<file path="src/logic/sac_pkg.sv">
// Shared constants for the sampling converter control and host port.
// Assumes a single 250 MHz clock; all conversion timing is counted
// internally from it.
package sac_pkg;

    // ------------------------------------------------------------
    // Clock and timing
    // ------------------------------------------------------------
    localparam int CLK_PERIOD_NS = 4;      // 250 MHz system clock
    localparam int BIT_TIME_WARP_NS = 40;  // One bit decision, fastest
    localparam int BIT_TIME_NORM_NS = 50;  // One bit decision, normal
    localparam int BIT_TIME_IMP_NS = 60;   // One bit decision, low power
    localparam int ACQ_TIME_NS = 280;      // Self-timed acquisition
    localparam int SCLK_HALF_NS = 20;      // Serial clock half period

    // Least times round up to whole cycles, never below one
    localparam int BIT_CYC_WARP =
        (BIT_TIME_WARP_NS + CLK_PERIOD_NS - 1) / CLK_PERIOD_NS;
    localparam int BIT_CYC_NORM =
        (BIT_TIME_NORM_NS + CLK_PERIOD_NS - 1) / CLK_PERIOD_NS;
    localparam int BIT_CYC_IMP =
        (BIT_TIME_IMP_NS + CLK_PERIOD_NS - 1) / CLK_PERIOD_NS;
    localparam int ACQ_CYC =
        (ACQ_TIME_NS + CLK_PERIOD_NS - 1) / CLK_PERIOD_NS;
    localparam int SCLK_HALF_CYC =
        (SCLK_HALF_NS + CLK_PERIOD_NS - 1) / CLK_PERIOD_NS;

    // ------------------------------------------------------------
    // Sizes, encodings and reset values
    // ------------------------------------------------------------
    localparam int RES_BITS = 16;          // Result width
    localparam int DIV_W = 8;              // Divider load width
    localparam logic [1:0] MODE_NORMAL = 2'h0;
    localparam logic [1:0] MODE_WARP = 2'h1;
    localparam logic [1:0] MODE_IMPULSE = 2'h2;
    localparam logic [15:0] RESULT_RST = 16'h0000;
    localparam logic [15:0] TRIAL_MSB = 16'h8000;

    // Conversion sequencer states, one-hot
    typedef enum logic [4:0] {
        SAC_IDLE  = 5'b0_0001,
        SAC_CONV  = 5'b0_0010,
        SAC_STORE = 5'b0_0100,
        SAC_ACQ   = 5'b0_1000,
        SAC_WAIT  = 5'b1_0000
    } sac_state_t;

endpackage

</file>
<file path="src/logic/sac_top.sv">
// Conversion control and host output port of a 16-bit SAR converter.
// Assumes all inputs synchronous to clk_i; comparator_i is the SAR
// comparator decision for the trial code on dac_code_o.
`timescale 1ns/10ps
module sac_top
    import sac_pkg::*;
#(
    parameter int FIFO_DEPTH = 16
) (
    // Clock and reset
    input wire logic clk_i,
    input wire logic sys_rst_i,
    // Conversion control
    input wire logic convert_start_n_i,
    input wire logic power_down_input_i,
    input wire logic [1:0] mode_i,
    output logic busy_o,
    // Analog core interface
    input wire logic comparator_i,
    output logic [RES_BITS-1:0] dac_code_o,
    output logic track_o,
    output logic low_power_o,
    output logic core_off_o,
    // Reference and buffer power
    input wire logic internal_vsrc_off_i,
    input wire logic buffer_off_i,
    output logic vsrc_enable_o,
    output logic buffer_enable_o,
    output logic buffer_gain2_o,
    // Output coding and port select
    input wire logic coding_select_i,
    input wire logic serial_parallel_select_i,
    input wire logic cs_n_i,
    input wire logic rd_n_i,
    // Shared data pins (serial on bit 15, clock on bit 14)
    output logic [RES_BITS-1:0] data_o,
    output logic [RES_BITS-1:0] data_oe_o,
    output logic result_lost_o
);

    // ------------------------------------------------------------
    // Declarations
    // ------------------------------------------------------------
    sac_state_t state_reg;             // Sequencer state
    logic start_n_prev_reg;            // Previous start level
    logic [RES_BITS-1:0] trial_reg;    // Successive trial code
    logic [RES_BITS-1:0] bit_reg;      // One-hot bit under test
    logic [RES_BITS-1:0] result_reg;   // Coded result awaiting store
    logic [DIV_W-1:0] acq_cnt_reg;     // Self-timed acquisition count
    logic [1:0] mode_reg;              // Mode captured at start
    logic [DIV_W-1:0] bit_load;        // Bit time for current mode
    logic bit_tick;                    // One bit decision per tick
    logic start_fall;                  // Start edge seen
    logic start_req;                   // Start accepted this cycle
    logic fifo_in_valid;
    logic fifo_in_ready;
    logic fifo_out_valid;
    logic [RES_BITS-1:0] fifo_out_data;
    logic fifo_pop;
    logic port_en;                     // Select and read both low
    logic port_en_prev_reg;            // For end-of-read detection
    logic ser_active_reg;              // Serial word in flight
    logic [RES_BITS-1:0] shift_reg;    // Serial shifter
    logic [4:0] shift_cnt_reg;         // Bits still to send
    logic sclk_reg;                    // Serial clock level
    logic sclk_tick;                   // Serial half-period tick
    logic [RES_BITS-1:0] coded;        // Result in chosen coding

    // ------------------------------------------------------------
    // Start detection
    // ------------------------------------------------------------
    // Edge detect on start; select and read play no part
    assign start_fall = start_n_prev_reg && !convert_start_n_i;
    // Power-down blocks new starts from idle and restarts from WAIT
    assign start_req = start_fall && !power_down_input_i;

    // Previous start level; reset high so a held-low start after
    // power-up counts as the first request
    always_ff @(posedge clk_i or posedge sys_rst_i) begin
        if (sys_rst_i) begin
            start_n_prev_reg <= 1'b1;
        end else begin
            start_n_prev_reg <= convert_start_n_i;
        end
    end

    // Bit time of the running mode, or of the mode about to be latched,
    // so the first bit of a conversion is not timed by the last mode
    always_comb begin
        case ((state_reg == SAC_CONV) ? mode_reg : mode_i)
            MODE_WARP: bit_load = DIV_W'(BIT_CYC_WARP);
            MODE_IMPULSE: bit_load = DIV_W'(BIT_CYC_IMP);
            default: bit_load = DIV_W'(BIT_CYC_NORM);
        endcase
    end

    // Bit decision pacing, runs only while converting
    sac_tick_div u_bit_div (
        .clk_i(clk_i),
        .sys_rst_i(sys_rst_i),
        .en_i(state_reg == SAC_CONV),
        .load_i(bit_load),
        .tick_o(bit_tick)
    );

    // ------------------------------------------------------------
    // Conversion sequencer
    // ------------------------------------------------------------
    // Only IDLE and WAIT look at start requests; CONV ignores both
    // start and power-down until the last bit is decided
    always_ff @(posedge clk_i or posedge sys_rst_i) begin
        if (sys_rst_i) begin
            state_reg <= SAC_IDLE;
            mode_reg <= MODE_NORMAL;
            acq_cnt_reg <= '0;
        end else begin
            case (state_reg)
                SAC_IDLE: begin
                    // Normal and warp: one edge, one conversion; impulse repeats while start is held low
                    if (start_req) begin
                        state_reg <= SAC_CONV;
                        mode_reg <= mode_i;
                    end
                end
                SAC_CONV: begin
                    // Runs to the last bit regardless of inputs
                    if (bit_tick && bit_reg[0]) begin
                        state_reg <= SAC_STORE;
                    end
                end
                SAC_STORE: begin
                    // Waits here if the FIFO is full
                    if (fifo_in_ready) begin
                        if (mode_reg == MODE_IMPULSE) begin
                            state_reg <= SAC_ACQ;
                            acq_cnt_reg <= DIV_W'(ACQ_CYC);
                        end else begin
                            state_reg <= SAC_IDLE;
                        end
                    end
                end
                SAC_ACQ: begin
                    // Self-timed acquisition; rate may beat the
                    // nominal low-power limit slightly
                    if (acq_cnt_reg > DIV_W'(1)) begin
                        acq_cnt_reg <= acq_cnt_reg - DIV_W'(1);
                    end else begin
                        state_reg <= SAC_WAIT;
                    end
                end
                SAC_WAIT: begin
                    // Held low: restart; released: back to idle
                    if (!convert_start_n_i && !power_down_input_i) begin
                        state_reg <= SAC_CONV;
                        mode_reg <= mode_i;
                    end else begin
                        state_reg <= SAC_IDLE;
                    end
                end
                default: begin
                    state_reg <= SAC_IDLE;
                end
            endcase
        end
    end

    // Successive approximation: MSB first, keep or drop each trial
    always_ff @(posedge clk_i or posedge sys_rst_i) begin
        if (sys_rst_i) begin
            trial_reg <= '0;
            bit_reg <= '0;
        end else if (state_reg != SAC_CONV) begin
            trial_reg <= TRIAL_MSB;
            bit_reg <= TRIAL_MSB;
        end else if (bit_tick) begin
            trial_reg <= (comparator_i ? trial_reg : trial_reg & ~bit_reg)
                | (bit_reg >> 1);
            bit_reg <= bit_reg >> 1;
        end
    end

    // Two's complement differs from offset binary only in the MSB
    assign coded = {trial_reg[RES_BITS-1] ^ coding_select_i,
        trial_reg[RES_BITS-2:0]};

    // Final code captured on the last decision
    always_ff @(posedge clk_i or posedge sys_rst_i) begin
        if (sys_rst_i) begin
            result_reg <= RESULT_RST;
        end else if (state_reg == SAC_CONV && bit_tick && bit_reg[0]) begin
            result_reg <= {coded[RES_BITS-1:1], comparator_i};
        end
    end

    // ------------------------------------------------------------
    // Status and analog control outputs
    // ------------------------------------------------------------
    // Busy rises the cycle after a start is taken; falls on store
    always_ff @(posedge clk_i or posedge sys_rst_i) begin
        if (sys_rst_i) begin
            busy_o <= 1'b0;
        end else if (state_reg == SAC_IDLE) begin
            busy_o <= start_req;
        end else if (state_reg == SAC_WAIT) begin
            busy_o <= !convert_start_n_i && !power_down_input_i;
        end else if (state_reg == SAC_STORE) begin
            busy_o <= !fifo_in_ready;
        end
    end

    // Analog core steering; digital port is never powered down
    always_ff @(posedge clk_i or posedge sys_rst_i) begin
        if (sys_rst_i) begin
            dac_code_o <= '0;
            track_o <= 1'b1;
            low_power_o <= 1'b0;
            core_off_o <= 1'b0;
        end else begin
            dac_code_o <= trial_reg;
            track_o <= (state_reg != SAC_CONV);
            // Reduced power outside conversion in low-power mode
            low_power_o <= (mode_reg == MODE_IMPULSE)
                && (state_reg != SAC_CONV);
            // Power-down never cuts a conversion short
            core_off_o <= power_down_input_i
                && (state_reg == SAC_IDLE);
        end
    end

    // Reference and buffer follow only their own pins
    always_ff @(posedge clk_i or posedge sys_rst_i) begin
        if (sys_rst_i) begin
            vsrc_enable_o <= 1'b0;
            buffer_enable_o <= 1'b0;
            buffer_gain2_o <= 1'b0;
        end else begin
            vsrc_enable_o <= !internal_vsrc_off_i;
            buffer_enable_o <= !buffer_off_i;
            // Gain 2 only with internal source feeding the buffer
            buffer_gain2_o <= !internal_vsrc_off_i
                && !buffer_off_i;
            // External at buffer input gives gain 1 above
            // both high leaves both disabled above
        end
    end

    // ------------------------------------------------------------
    // Result buffering
    // ------------------------------------------------------------
    assign fifo_in_valid = (state_reg == SAC_STORE);

    // Full FIFO holds the sequencer in STORE with busy high
    sac_fifo #(
        .WIDTH(RES_BITS),
        .DEPTH(FIFO_DEPTH)
    ) u_fifo (
        .clk_i(clk_i),
        .sys_rst_i(sys_rst_i),
        .in_valid_i(fifo_in_valid),
        .in_data_i(result_reg),
        .in_ready_o(fifo_in_ready),
        .out_valid_o(fifo_out_valid),
        .out_data_o(fifo_out_data),
        .out_ready_i(fifo_pop)
    );

    // Flag a result that had to wait for room
    always_ff @(posedge clk_i or posedge sys_rst_i) begin
        if (sys_rst_i) begin
            result_lost_o <= 1'b0;
        end else begin
            result_lost_o <= fifo_in_valid && !fifo_in_ready;
        end
    end

    // ------------------------------------------------------------
    // Host output port
    // ------------------------------------------------------------
    // Select and read are ORed: either high disables the port
    assign port_en = !(cs_n_i || rd_n_i);

    // Parallel read pops at the end of the read strobe; serial
    // pops after the last bit leaves the shifter
    assign fifo_pop = fifo_out_valid && (serial_parallel_select_i
        ? (ser_active_reg && shift_cnt_reg == 5'h01 && sclk_tick
            && sclk_reg)
        : (port_en_prev_reg && !port_en));

    // Serial clock from the divider while a word is in flight
    sac_tick_div u_sclk_div (
        .clk_i(clk_i),
        .sys_rst_i(sys_rst_i),
        .en_i(ser_active_reg && port_en),
        .load_i(DIV_W'(SCLK_HALF_CYC)),
        .tick_o(sclk_tick)
    );

    // Serial shifter, MSB first; data changes on the falling edge
    always_ff @(posedge clk_i or posedge sys_rst_i) begin
        if (sys_rst_i) begin
            port_en_prev_reg <= 1'b0;
            ser_active_reg <= 1'b0;
            shift_reg <= '0;
            shift_cnt_reg <= '0;
            sclk_reg <= 1'b0;
        end else begin
            port_en_prev_reg <= port_en;
            if (!port_en || !serial_parallel_select_i) begin
                ser_active_reg <= 1'b0;
                sclk_reg <= 1'b0;
            end else if (!ser_active_reg && fifo_out_valid
                && !fifo_pop) begin
                ser_active_reg <= 1'b1;
                shift_reg <= fifo_out_data;
                shift_cnt_reg <= 5'h10;
            end else if (ser_active_reg && sclk_tick) begin
                sclk_reg <= !sclk_reg;
                if (sclk_reg) begin
                    shift_reg <= shift_reg << 1;
                    shift_cnt_reg <= shift_cnt_reg - 5'h01;
                    if (shift_cnt_reg == 5'h01) begin
                        ser_active_reg <= 1'b0;
                    end
                end
            end
        end
    end

    // Shared pins: parallel word or serial data and clock
    always_ff @(posedge clk_i or posedge sys_rst_i) begin
        if (sys_rst_i) begin
            data_o <= '0;
            data_oe_o <= '0;
        end else if (!port_en) begin
            data_o <= '0;
            data_oe_o <= '0;
        end else if (serial_parallel_select_i) begin
            // Only two pins of the bus carry the serial link
            data_o <= {shift_reg[RES_BITS-1], sclk_reg,
                {(RES_BITS-2){1'b0}}};
            data_oe_o <= {2'b11, {(RES_BITS-2){1'b0}}};
        end else begin
            data_o <= fifo_out_data;
            data_oe_o <= '1;
        end
    end

endmodule

</file>
<file path="src/logic/sac_tick_div.sv">
// Enable divider: one-cycle tick every load_i cycles while en_i.
// Assumes load_i is at least one and held steady while running.
`timescale 1ns/10ps
module sac_tick_div
    import sac_pkg::*;
(
    // Clock and reset
    input wire logic clk_i,
    input wire logic sys_rst_i,
    // Control
    input wire logic en_i,
    input wire logic [DIV_W-1:0] load_i,
    // Output
    output logic tick_o
);

    logic [DIV_W-1:0] cnt_reg; // Cycles left to next tick

    // Count down, reload on tick; restart whenever disabled
    always_ff @(posedge clk_i or posedge sys_rst_i) begin
        if (sys_rst_i) begin
            cnt_reg <= '0;
            tick_o <= 1'b0;
        end else if (!en_i) begin
            cnt_reg <= load_i - DIV_W'(1);
            tick_o <= 1'b0;
        end else if (cnt_reg == '0) begin
            cnt_reg <= load_i - DIV_W'(1);
            tick_o <= 1'b1;
        end else begin
            cnt_reg <= cnt_reg - DIV_W'(1);
            tick_o <= 1'b0;
        end
    end

endmodule

</file>
<file path="src/logic/sac_fifo.sv">
// Result FIFO: first-word-fall-through, read data from a register.
// Assumes DEPTH is a power of two.
`timescale 1ns/10ps
module sac_fifo #(
    parameter int WIDTH = 16,
    parameter int DEPTH = 16
) (
    // Clock and reset
    input wire logic clk_i,
    input wire logic sys_rst_i,
    // Fill side
    input wire logic in_valid_i,
    input wire logic [WIDTH-1:0] in_data_i,
    output logic in_ready_o,
    // Drain side
    output logic out_valid_o,
    output logic [WIDTH-1:0] out_data_o,
    input wire logic out_ready_i
);

    localparam int AW = $clog2(DEPTH);

    logic [WIDTH-1:0] mem [DEPTH];   // Storage
    logic [AW-1:0] wptr_reg;         // Write pointer
    logic [AW-1:0] rptr_reg;         // Read pointer
    logic [AW:0] count_reg;          // Words held
    logic push;
    logic pop;
    logic [AW-1:0] rptr_next;

    assign in_ready_o = (count_reg != (AW+1)'(DEPTH));
    assign out_valid_o = (count_reg != '0);
    assign push = in_valid_i && in_ready_o;
    assign pop = out_valid_o && out_ready_i;
    assign rptr_next = pop ? rptr_reg + AW'(1) : rptr_reg;

    // Storage write
    always_ff @(posedge clk_i) begin
        if (push) begin
            mem[wptr_reg] <= in_data_i;
        end
    end

    // Pointers and fill count
    always_ff @(posedge clk_i or posedge sys_rst_i) begin
        if (sys_rst_i) begin
            wptr_reg <= '0;
            rptr_reg <= '0;
            count_reg <= '0;
        end else begin
            if (push) begin
                wptr_reg <= wptr_reg + AW'(1);
            end
            rptr_reg <= rptr_next;
            count_reg <= count_reg + (AW+1)'(push) - (AW+1)'(pop);
        end
    end

    // Head word register, bypass when writing the next head
    always_ff @(posedge clk_i or posedge sys_rst_i) begin
        if (sys_rst_i) begin
            out_data_o <= '0;
        end else if (push && wptr_reg == rptr_next) begin
            out_data_o <= in_data_i;
        end else begin
            out_data_o <= mem[rptr_next];
        end
    end

endmodule

</file>
<file path="config.mk">
export PLATFORM = sky130hd
export DESIGN_NAME = sac_top
export DESIGN_NICKNAME = d
export VERILOG_FILES = /design/src/logic/sac_pkg.sv /design/src/logic/sac_top.sv /design/src/logic/sac_tick_div.sv /design/src/logic/sac_fifo.sv
export SDC_FILE = /design/constraint.sdc
export NUM_CORES = 1
export LEC_CHECK = 0
export BUFFER_PORTS_ARGS = -buffer_cell sky130_fd_sc_hd__buf_2
export CAP_MARGIN = 20
export CORE_ASPECT_RATIO = 0.5
export CORE_MARGIN = 2
export CORE_UTILIZATION = 40
export CTS_BUF_LIST = sky130_fd_sc_hd__clkbuf_2 sky130_fd_sc_hd__clkbuf_4 sky130_fd_sc_hd__clkbuf_8
export DETAILED_ROUTE_END_ITERATION = 6
export PLACE_DENSITY_LB_ADDON = 0.2
export SLEW_MARGIN = 20
export SYNTH_ARGS = -nofsm -noshare
export SYNTH_HDL_FRONTEND = slang
export SYNTH_SLANG_ARGS = --single-unit
</file>
<file path="constraint.sdc">
create_clock -name clk_i -period 5.3 [get_ports clk_i]
set_input_delay 0.53 -clock clk_i [delete_from_list [all_inputs] [get_ports clk_i]]
set_output_delay 0.53 -clock clk_i [all_outputs]
set_load 0.005 [all_outputs]
</file>
==> flow_summary.yaml, run 1 <==
setup_path:
  path_buf_inv: 4
  critPathCaptureType: "flip-flop"
  path_class: "reg2reg"
  worstPathRequired_ps: 5770
  cp_slowest_cell: "buf_4"
  reg2reg_setup_slack_ps: 1620
  cp_data_arrival_time_ps: 4140
  cp_max_fo: 60
  cp-start-kind: "flip-flop"
  max_stage_delay_ps: 670
  crit_chain: "inv_1 -> ha_1 -> or4b_4 -> o21ai_4 -> inv_2 -> xnor2_4 -> buf_4 -> inv_2 -> nand2_1 -> a31oi_1 -> o211ai_1 -> a31oi_1"
  critPathTopFamily: "buffers and inverters"
synth:
  synth_area_leaders: "edfxtp_1 (41%), dfrtp_1 (23%), mux2i_1 (4.4%), nand2_1 (3.4%), mux2_2 (2.0%)"
  syn_inst: 1509
  synthFlopType: "edfxtp_1"
  yosysTopAreaCell: "edfxtp_1"
  synth-seq-cells: 432
  synth.distinct_cells: 70
  async_flop_share: 0.407
  seq_area_frac_synth: 0.642
  avgSynthCellArea_um2: 12.5
  yosysTopAreaCellShare: 0.408
  ys.warnings.count: 0
  syn_nets: 1545
  synth_area_mm2: 0.0188
  synth_edf_count: 256
clock_network:
  post_cts_resized: 0
  tritoncts: "done"
  cts_buffer_depth: 3
  numCtsBuffers: 67
  cts_num_sinks: 432
  cts_htree_levels: 3
  clock_latency_ps: 630
  clk_pin_slew_ps: 60
  clock-root-buffer: "clkbuf_8"
timing:
  tns_ps: 0
  rsz0062_at_grt: "false"
  fmax_ghz: 0.272
  whs_ps: 69.8
  setup_violations: 0
  tightestPinTransition_ps: 1070
  period_share: 0.693
  slew_viol_final: 0
  hold_violations: 0
  slew-limit-headroom: 0.281
  post-route-min-period_ps: 3680
  fin_skew_ps: 28.1
detailed_routing:
  firstDrtPassIters: 5
  vias_per_cell: 5.46
  wl_um: 46600
  wl_per_cell_um: 20.6
  vias: 12400
  drcViolationCount: 0
  drt_iter0_drc: 1190
  postRouteAntennaNets: 0
power_and_ir_drop:
  leakagePower_uw: 0.00761
  switchingPower_uw: 2930
  internal_power_uw: 6080
  p_seq_frac: 0.437
  sw_frac_of_total: 0.326
  p_per_area_mw_per_mm2: 425
  clkPwrFrac: 0.322
  pwr-share-comb: 0.241
  peakVddDrop_v: 0.000320
die:
  dieArea_mm2: 0.0490
  die_height_um: 157
  core_area_mm2: 0.0467
  chipWidth_um: 311
  start_util: 0.404
  ioPinCount: 69
  row_count: 56
finish:
  fin_nets: 1608
  register_area_mm2: 0.0121
  fin_cells: 2268
  fill_cells: 4199
  top_register: "u_fifo.mem"
  area.growth.synth_to_final_pct: 12.5
  drive_gt1_frac: 0.181
  multiInputGateArea_mm2: 0.00618
  fin_util: 0.454
  largest_reg_flops: 256
placement:
  portBuffers: 68
  dp_cells: 2140
  dpl.hpwl_um: 28900
  gp_congestion: 0.866
global_route:
  grt_usage: 0.191
  overflow: 0
  grt_pass1_vias: 12500
  grt_max_degree: 127
  antenna_found_initial: 2
  grt_pass1_wl_um: 72000
status:
  status: "completed"
flow_run:
  maxCapViolations: 0
min_path:
  min_path_type: "in2reg"
## power by group through the flow
stage | sequential [µW] | combinational (µW) | clock (µW)
after global routing | 3960 | 2370 | 3130
after floorplan | 3870 | 1640 | 0
after global placement | 4000 | 2100 | 0
final | 3940 | 2170 | 2900
after detailed placement | 4000 | 2150 | 0
after CTS | 3940 | 2160 | 2980
## synth_stat cells (all sizes together), types with 8 or more instances
cell       n
xor2      12
o2111ai   15
nand2b    25
buf       52
ha        22
o211ai    17
nand2    171
mux2i     82
mux2      34
or4       14
a2111oi   14
edfxtp   256
nor3      35
clkbuf    52
o221ai     8
a31oi     49
xnor2     21
nand3     26
nor2b     30
o22ai     25
or3       19
and2      16
nor4       8
nor2      97
o21ai     41
inv       37
a21oi     69
o22a      26
dfrtp    173
a211oi    14
## placed cells by master (no fill, tap or decap), types with 4 or more instances in the layout
| master | synthesis | routed |
|---|---|---|
| edfxtp_1 | 256 | 256 |
| dfrtp_1 | 173 | 172 |
| nand2_1 | 171 | 171 |
| nor2_1 | 97 | 85 |
| mux2i_1 | 82 | 82 |
| clkbuf_8 | 0 | 78 |
| a21oi_1 | 68 | 68 |
| buf_2 | 23 | 68 |
| a31oi_1 | 48 | 46 |
| o21ai_0 | 39 | 39 |
| mux2_2 | 34 | 34 |
| clkbuf_4 | 0 | 34 |
| inv_1 | 34 | 33 |
| nor3_1 | 34 | 30 |
| nor2b_1 | 30 | 29 |
| buf_4 | 20 | 29 |
| o22a_1 | 26 | 26 |
| nand2b_1 | 25 | 25 |
| nand3_1 | 25 | 25 |
| o22ai_1 | 25 | 25 |
| ha_1 | 22 | 22 |
| xnor2_1 | 19 | 19 |
| or3_1 | 19 | 19 |
| o211ai_1 | 17 | 17 |
| and2_1 | 16 | 16 |
| o2111ai_1 | 15 | 15 |
| a211oi_1 | 14 | 14 |
| or4_1 | 14 | 14 |
| a2111oi_0 | 14 | 14 |
| xor2_1 | 12 | 12 |
| nor2_2 | 0 | 11 |
| o221ai_1 | 8 | 8 |
| nor4_1 | 7 | 7 |
| clkinv_1 | 1 | 5 |
| nand4_1 | 5 | 5 |
| and3_1 | 4 | 4 |
| nand3b_1 | 4 | 4 |
| nor3b_1 | 4 | 4 |
| nor3_4 | 0 | 4 |
## area by class of cell
| type | instances | area share |
|---|---|---|
| flip-flops and latches | 432 | 0.571 |
| clock buffers | 112 | 0.0627 |
| clock inverters | 12 | 0.00330 |
| repair buffers | 98 | 0.0268 |
| diodes | 3 | 0.000354 |
| multi-input cells | 935 | 0.292 |
| inverters | 38 | 0.00708 |
| well taps | 638 | 0.0376 |
## per-stage QoR
stage               setup WS (ps)  power (µW)  instance area, µm²
detailed placement           1440        6150               19800
CTS                          1650        9070               21200
finish                       1620        9010               21200
floorplan                    1.41        5500               18800
global route                 1380        9460               21200
global placement             1530        6100               19800
## metal layers
layer | track usage | wire (µm) | up-vias
met5 | 0 | 0 | -
met4 | 0.0605 | 1030 | 0
met1 | 0.264 | 21100 | 6157
met3 | 0.0432 | 3580 | 92
li1 | - | - | 5682
met2 | 0.303 | 20900 | 448
## worst register-to-register path: cells and delay by family (launching register included)
kind / cells / cell delay (ps)
compound gates: 4 / 660
xor+xnor: 1 / 180
fa+ha+maj: 1 / 190
buf+inv: 4 / 1380
flops: 1 / 390
simple gates: 2 / 720
## logic make-up after synthesis
kind of cell               Yosys count  share of synthesized area
buffers and inverters              142                     0.0351
and+or+nand+nor                    467                      0.120
adders and majority gates           23                     0.0157
xor gates and xnor gates            35                     0.0191
muxes                              116                     0.0639
AOI/OAI and AO/OA                  294                      0.104
DFF                                432                      0.642
## final timing paths
path	startpoint	to	cells after the start
setup / recovery	u_fifo.count_reg[3]$_DFF_PP0_	u_fifo.out_data_o[15]$_DFF_PP0_	12
hold / removal	buffer_off_i	buffer_enable_o$_DFF_PP0_	2
setup reg to reg	u_fifo.count_reg[3]$_DFF_PP0_	u_fifo.out_data_o[15]$_DFF_PP0_	12
hold reg to reg	trial_reg[0]$_DFFE_PP0P_	dac_code_o[0]$_DFF_PP0_	0
max in group asynchronous	sys_rst_i	data_o[5]$_DFF_PP0_	3
min in group asynchronous	sys_rst_i	u_fifo.count_reg[2]$_DFF_PP0_	2
## repair_timing
item                      in CTS  in global routing
buffers inserted               0                  0
hold endpoints to repair       1                  0
hold buffers                   1                  0
(Power assumes the default switching activity.)
==> inputs of run 2 (changes only) <==
- clock period: 5.3 -> 3.5 ns (I/O delays scaled with it)
==> run 2 against run 1 <==
Against the previous run:
- register-to-register slack got worse by 1400 ps
- non-clock buffer count rose by 36
- critical path type unchanged
- worst setup slack got worse by 1400 ps
- maximum frequency rose by 13%
- final cell count rose by 1.4%
- clock power rose by 49%
- critical path depth fell by 2
- combinational power rose by 63%
==> flow_summary.yaml, run 2 (synthesis gave the netlist of run 1 again) <==
setup_path:
  r2r-start: "u_fifo.count_reg[3]$_DFF_PP0_"
  critPathCaptureType: "flip-flop"
  path_class: "reg2reg"
  cp_max_fo: 47
  crit_chain: "inv_1 -> ha_1 -> or4b_4 -> o21ai_4 -> buf_6 -> nand3_1 -> buf_4 -> o22a_1 -> a31oi_1 -> a31oi_1"
  reg2reg_setup_slack_ps: 250
  max_stage_delay_ps: 520
  worstPathRequired_ps: 3970
  critPathTopFamily: "compound AO/OA/AOI/OAI gates"
  cp_num_cells: 10
  cp_data_arrival_time_ps: 3720
  cpMostUsedCell: "a31oi_1"
  worstReg2RegEnd: "u_fifo.out_data_o[2]$_DFF_PP0_"
  endpoint: "u_fifo.out_data_o[2]$_DFF_PP0_"
  cp-start-kind: "flip-flop"
  path_buf_inv: 3
  r2r_cells: 10
  startpoint: "u_fifo.count_reg[3]$_DFF_PP0_"
  cp_slowest_cell: "or4b_4"
status:
  status: "completed"
global_route:
  grt_max_degree: 110
  grt_usage: 0.198
  grt_pass1_wl_um: 74200
  grt_use_met3: 0.0481
  use_met1: 0.278
  antenna_found_initial: 1
  grt-busiest-layer: "met2"
  use_met2: 0.303
  grt_pass1_vias: 12600
  overflow: 0
placement:
  dpl.hpwl_um: 30100
  placed_area_mm2: 0.0200
  gp_congestion: 0.895
  portBuffers: 68
die:
  ioPinCount: 69
  row_count: 56
  start_util: 0.404
  die_height_um: 157
  dieArea_mm2: 0.0490
  chipWidth_um: 311
  core_area_mm2: 0.0467
power_and_ir_drop:
  leakagePower_uw: 0.00782
  peakVddDrop_v: 0.000345
  p_per_area_mw_per_mm2: 643
detailed_routing:
  firstDrtPassIters: 7
  postRouteAntennaNets: 0
  drt_iter0_drc: 1278
  wl_per_cell_um: 20.9
  wl_um: 48100
  drcViolationCount: 0
  vias: 12600
  vias_per_cell: 5.48
finish:
  largest_reg_flops: 256
  drive_gt1_frac: 0.184
  area.growth.synth_to_final_pct: 13.8
  mostFrequentLayoutCell: "edfxtp_1"
  fill_cells: 4196
  fin_nets: 1645
  stdcell_area_mm2: 0.0214
  layout_common_cells: "edfxtp_1 (256), dfrtp_1 (172), nand2_1 (171)"
  top_register: "u_fifo.mem"
timing:
  tightestPinTransition_ps: 856
  tns_ps: 0
  fin_skew_ps: 26.5
  setup_violations: 0
  hold_violations: 0
  slew-limit-headroom: 0.427
  fmax_ghz: 0.307
  slew_viol_final: 0
  rsz0062_at_grt: "false"
  post-route-min-period_ps: 3250
  period_share: 0.930
min_path:
  min_path_type: "in2reg"
clock_network:
  numCtsBuffers: 68
  cts_htree_levels: 3
  clock_latency_ps: 620
  cts_buffer_depth: 3
  cts_num_sinks: 432
  clk_pin_slew_ps: 60
  clock-root-buffer: "clkbuf_8"
  tritoncts: "done"
flow_run:
  maxCapViolations: 0
[run 2: worst register-to-register path: stages (launching register included)]
cell and delay, ps:
dfrtp_1 390, inv_1 90, ha_1 180, or4b_4 520, o21ai_4 100, buf_6 350, nand3_1 340, buf_4 300
o22a_1 210, a31oi_1 480, a31oi_1 160
[run 2: how the worst min path moves through the flow]
| stage | startpoint | end | slack [ps] | depth (start not counted) |
|---|---|---|---|---|
| finish | serial_parallel_select_i | sclk_reg$_DFFE_PP0P_ | 140 | 3 |
| CTS | serial_parallel_select_i | sclk_reg$_DFFE_PP0P_ | 100 | 3 |
| detailed placement | sys_rst_i | core_off_o$_DFF_PP0_ | 250 | 2 |
| global route | sys_rst_i | core_off_o$_DFF_PP0_ | 150 | 3 |
| floorplan | trial_reg[0]$_DFFE_PP0P_ | dac_code_o[0]$_DFF_PP0_ | 350 | 0 |
| global placement | sys_rst_i | core_off_o$_DFF_PP0_ | 240 | 2 |
[run 2: area by class of cell]
class,instances,area (µm²),share of cell area
diodes,1,2.50,0.000117
multi-input cells,935,6120,0.285
clock buffers,109,1310,0.0612
clock inverters,12,57.6,0.00268
flip-flops and latches,432,12100,0.564
inverters,38,146,0.00683
well taps,638,798,0.0372
repair buffers,134,912,0.0425
[run 2: timing repair]
item,in CTS,in global routing
hold buffers,9,0
setup endpoints to repair,0,1
setup buffers,0,0
endpoints found under the hold margin,143,0
resized for setup,0,1
[run 2: report_power, final]
| part | internal (µW) | switching [µW] |
|---|---|---|
| clock network | 2370 | 1960 |
| logic | 1300 | 2230 |
| registers | 5630 | 296 |
| total | 9310 | 4480 |
[run 2: through the flow]
stage	hold WS [ps]	setup slack (ps)	power [µW]	cells	utilization
floorplan	354	223	8340	1509	-
global placement	244	257	9400	2168	0.428
detailed placement	246	176	9500	2168	0.428
CTS	103	154	13900	2298	0.459
global route	145	99.6	14500	2298	0.460
finish	137	246	13800	2299	0.460
[run 2: per-layer routing]
layer,vias up,part of all wire,routed length [µm]
met5,-,0.00025,12
met4,2,0.021,989
met3,88,0.080,3840
met2,513,0.44,21400
met1,6261,0.45,21900
li1,5737,-,-
==> inputs of run 3 (changes only) <==
- ABC_AREA: default -> 1
==> run 3 against run 2 <==
Against the previous run:
- synthesized cell count rose by 23%
- worst setup slack improved by 170 ps
- register-to-register slack better by 170 ps
- final cell count grew 14%
- clock power increased by 7.6%
- highest routed layer is now met4
- largest power group unchanged
- synthesized area is 0.23% lower
- count of clock-buffer cells in the layout unchanged
- final area rose by 0.10%
- combinational power hardly changed
- via count grew 2.6%
- critical endpoint is now u_fifo.out_data_o[5]$_DFF_PP0_
==> flow_summary.yaml, run 3 <==
finish:
  fin_cells: 2626
  top_register: "u_fifo.mem"
  largest_reg_flops: 256
  fin_nets: 1972
  drive_gt1_frac: 0.128
  fill_cells: 4347
  mostFrequentLayoutCell: "nand2_1"
  area.growth.synth_to_final_pct: 14.2
  layout_common_cells: "nand2_1 (353), nand3_1 (334), inv_1 (283)"
global_route:
  overflow: 0
  antenna_found_initial: 1
  grt_pass1_wl_um: 72700
  grt_pass1_vias: 12500
  grt_usage: 0.192
  grt_max_degree: 130
clock_network:
  cts_hold_buf: 8
  tritoncts: "done"
  clock-root-buffer: "clkbuf_8"
  cts_num_sinks: 432
  clock_latency_ps: 610
  clk_pin_slew_ps: 60
  post_cts_buffers: 0
  cts_buffer_depth: 3
  cts_htree_levels: 3
  numCtsBuffers: 67
  post_cts_resized: 0
die:
  die_height_um: 157
  core_area_mm2: 0.0466
  dieArea_mm2: 0.0489
  chipWidth_um: 311
  start_util: 0.403
  ioPinCount: 69
  row_count: 56
synth:
  yosysTopAreaCell: "edfxtp_1"
  synthFlopType: "edfxtp_1"
  netlist_top_cells_count: "nand2_1 (356), nand3_1 (335), inv_1 (284)"
  synth.distinct_cells: 45
  seq_area_frac_synth: 0.643
  synth-seq-cells: 432
  avgSynthCellArea_um2: 10.2
  synth_area_mm2: 0.0188
  syn_inst: 1849
  yosysTopAreaCellShare: 0.409
  synth_most_common_cell: "nand2_1"
  syn_nets: 1885
  async_flop_share: 0.407
  synth_edf_count: 256
  synth_area_leaders: "edfxtp_1 (41%), dfrtp_1 (23%), nand3_1 (8.9%), nand2_1 (7.1%), inv_1 (5.7%)"
  ys.warnings.count: 0
power_and_ir_drop:
  p_per_area_mw_per_mm2: 658
  peakVddDrop_v: 0.000435
  leakagePower_uw: 0.00977
timing:
  slew_viol_final: 0
  slew-limit-headroom: 0.487
  tightestPinTransition_ps: 768
  post-route-min-period_ps: 3080
  period_share: 0.880
  tns_ps: 0
  rsz0062_at_grt: "false"
  fmax_ghz: 0.324
  setup_violations: 0
  hold_violations: 0
  fin_skew_ps: 18.2
setup_path:
  critPathCaptureType: "flip-flop"
  cp_data_arrival_time_ps: 3570
  worstPathRequired_ps: 3990
  path_class: "reg2reg"
  cp-start-kind: "flip-flop"
  cp_max_fo: 17
placement:
  portBuffers: 68
  gp_congestion: 0.795
  dp_cells: 2496
  dpl.hpwl_um: 26700
detailed_routing:
  drt_iter0_drc: 1045
  wl_um: 46000
  firstDrtPassIters: 7
  postRouteAntennaNets: 0
  vias_per_cell: 4.92
  drcViolationCount: 0
  wl_per_cell_um: 17.5
  vias: 12900
min_path:
  min_path_type: "in2reg"
flow_run:
  maxCapViolations: 0
status:
  status: "completed"
run 3: changes by cell type in the layout (fill, tap and decap cells not counted), sizes merged, moves of 25 or more:
cell,previous run,this run
nor2b,30,0
nand3,26,336
nand2,171,359
mux2,34,0
o21ai,41,79
nand3b,4,64
nand2b,25,0
nor3,35,7
mux2i,82,0
a31oi,49,3
inv,37,286
a21oi,69,29
o22a,26,0
run 3: where the power goes:
part           leakage, µW  switching (µW)  internal [µW]
clock             0.000777            2010           2650
sequential         0.00421             251           5710
combinational      0.00478            2430           1070
total              0.00977            4690           9430
run 3: metal layers:
layer | vias to the layer above | share of wire | GRT usage
met4 | 0 | 0.016 | 0.0499
met1 | 6249 | 0.48 | 0.283
met2 | 363 | 0.44 | 0.291
li1 | 6242 | - | -
met5 | - | 0 | 0
met3 | 73 | 0.064 | 0.0370
run 3: area by class of cell:
| cell class | instances | area [µm²] | area share |
|---|---|---|---|
| repair buffers | 119 | 831 | 0.0387 |
| flip-flops and latches | 432 | 12100 | 0.563 |
| inverters | 290 | 1090 | 0.0510 |
| diodes | 1 | 2.50 | 0.000117 |
| clock buffers | 109 | 1340 | 0.0626 |
| well taps | 638 | 798 | 0.0372 |
| clock inverters | 11 | 139 | 0.00647 |
| multi-input cells | 1026 | 5170 | 0.241 |
run 3: per-stage QoR:
stage | instance area, µm² | power, µW | worst slack [ps] | utilization | hold slack, ps
final | 21500 | 14100 | 418 | 0.461 | 61.9
after global routing | 21500 | 15000 | 126 | 0.461 | 59.1
after CTS | 21400 | 14300 | 427 | 0.460 | 32.9
after detailed placement | 19900 | 9560 | 456 | 0.427 | 373
after global placement | 19900 | 9530 | 547 | 0.427 | 365
after floorplan | 18800 | 8360 | 900 | - | 348
run 3: cells by family (layout without fill, tap and decap cells):
family | after synthesis | count (layout) | synth area share
AND/OR/NAND/NOR | 863 | 863 | 0.212
flip-flops | 432 | 432 | 0.643
buffers and inverters | 391 | 529 | 0.0841
AO/OA/AOI/OAI | 119 | 119 | 0.0349
adder cells (fa/ha/maj) | 23 | 23 | 0.0157
XOR/XNOR | 21 | 21 | 0.00978
other | 0 | 1 | 0
run 3: worst max-delay path, cell delays in order, from the launching register on:
cell and delay (ps):
dfrtp_1 360, inv_1 110, ha_1 160, inv_1 40
nor2_1 130, nand3_1 110, nand2_2 130, nand2_4 110
nand2_1 130, o21ai_4 180, nand2_1 110, nand2_1 90
nor3_4 650, nand2_2 410, nand2_1 170, nand2_1 60
run 3: path summary, 6_finish.rpt:
check / from / to / slack, ps / depth (start not counted)
setup / recovery: shift_cnt_reg[1]$_DFFE_PP0P_ / u_fifo.out_data_o[5]$_DFF_PP0_ / 420 / 15
hold / removal: coding_select_i / result_reg[15]$_DFFE_PP0P_ / 60 / 3
setup reg to reg: shift_cnt_reg[1]$_DFFE_PP0P_ / u_fifo.out_data_o[5]$_DFF_PP0_ / 420 / 15
hold reg to reg: trial_reg[0]$_DFFE_PP0P_ / dac_code_o[0]$_DFF_PP0_ / 390 / 0
max in group asynchronous: sys_rst_i / bit_reg[15]$_DFFE_PP0P_ / 2330 / 5
min in group asynchronous: sys_rst_i / result_lost_o$_DFF_PP0_ / 310 / 3
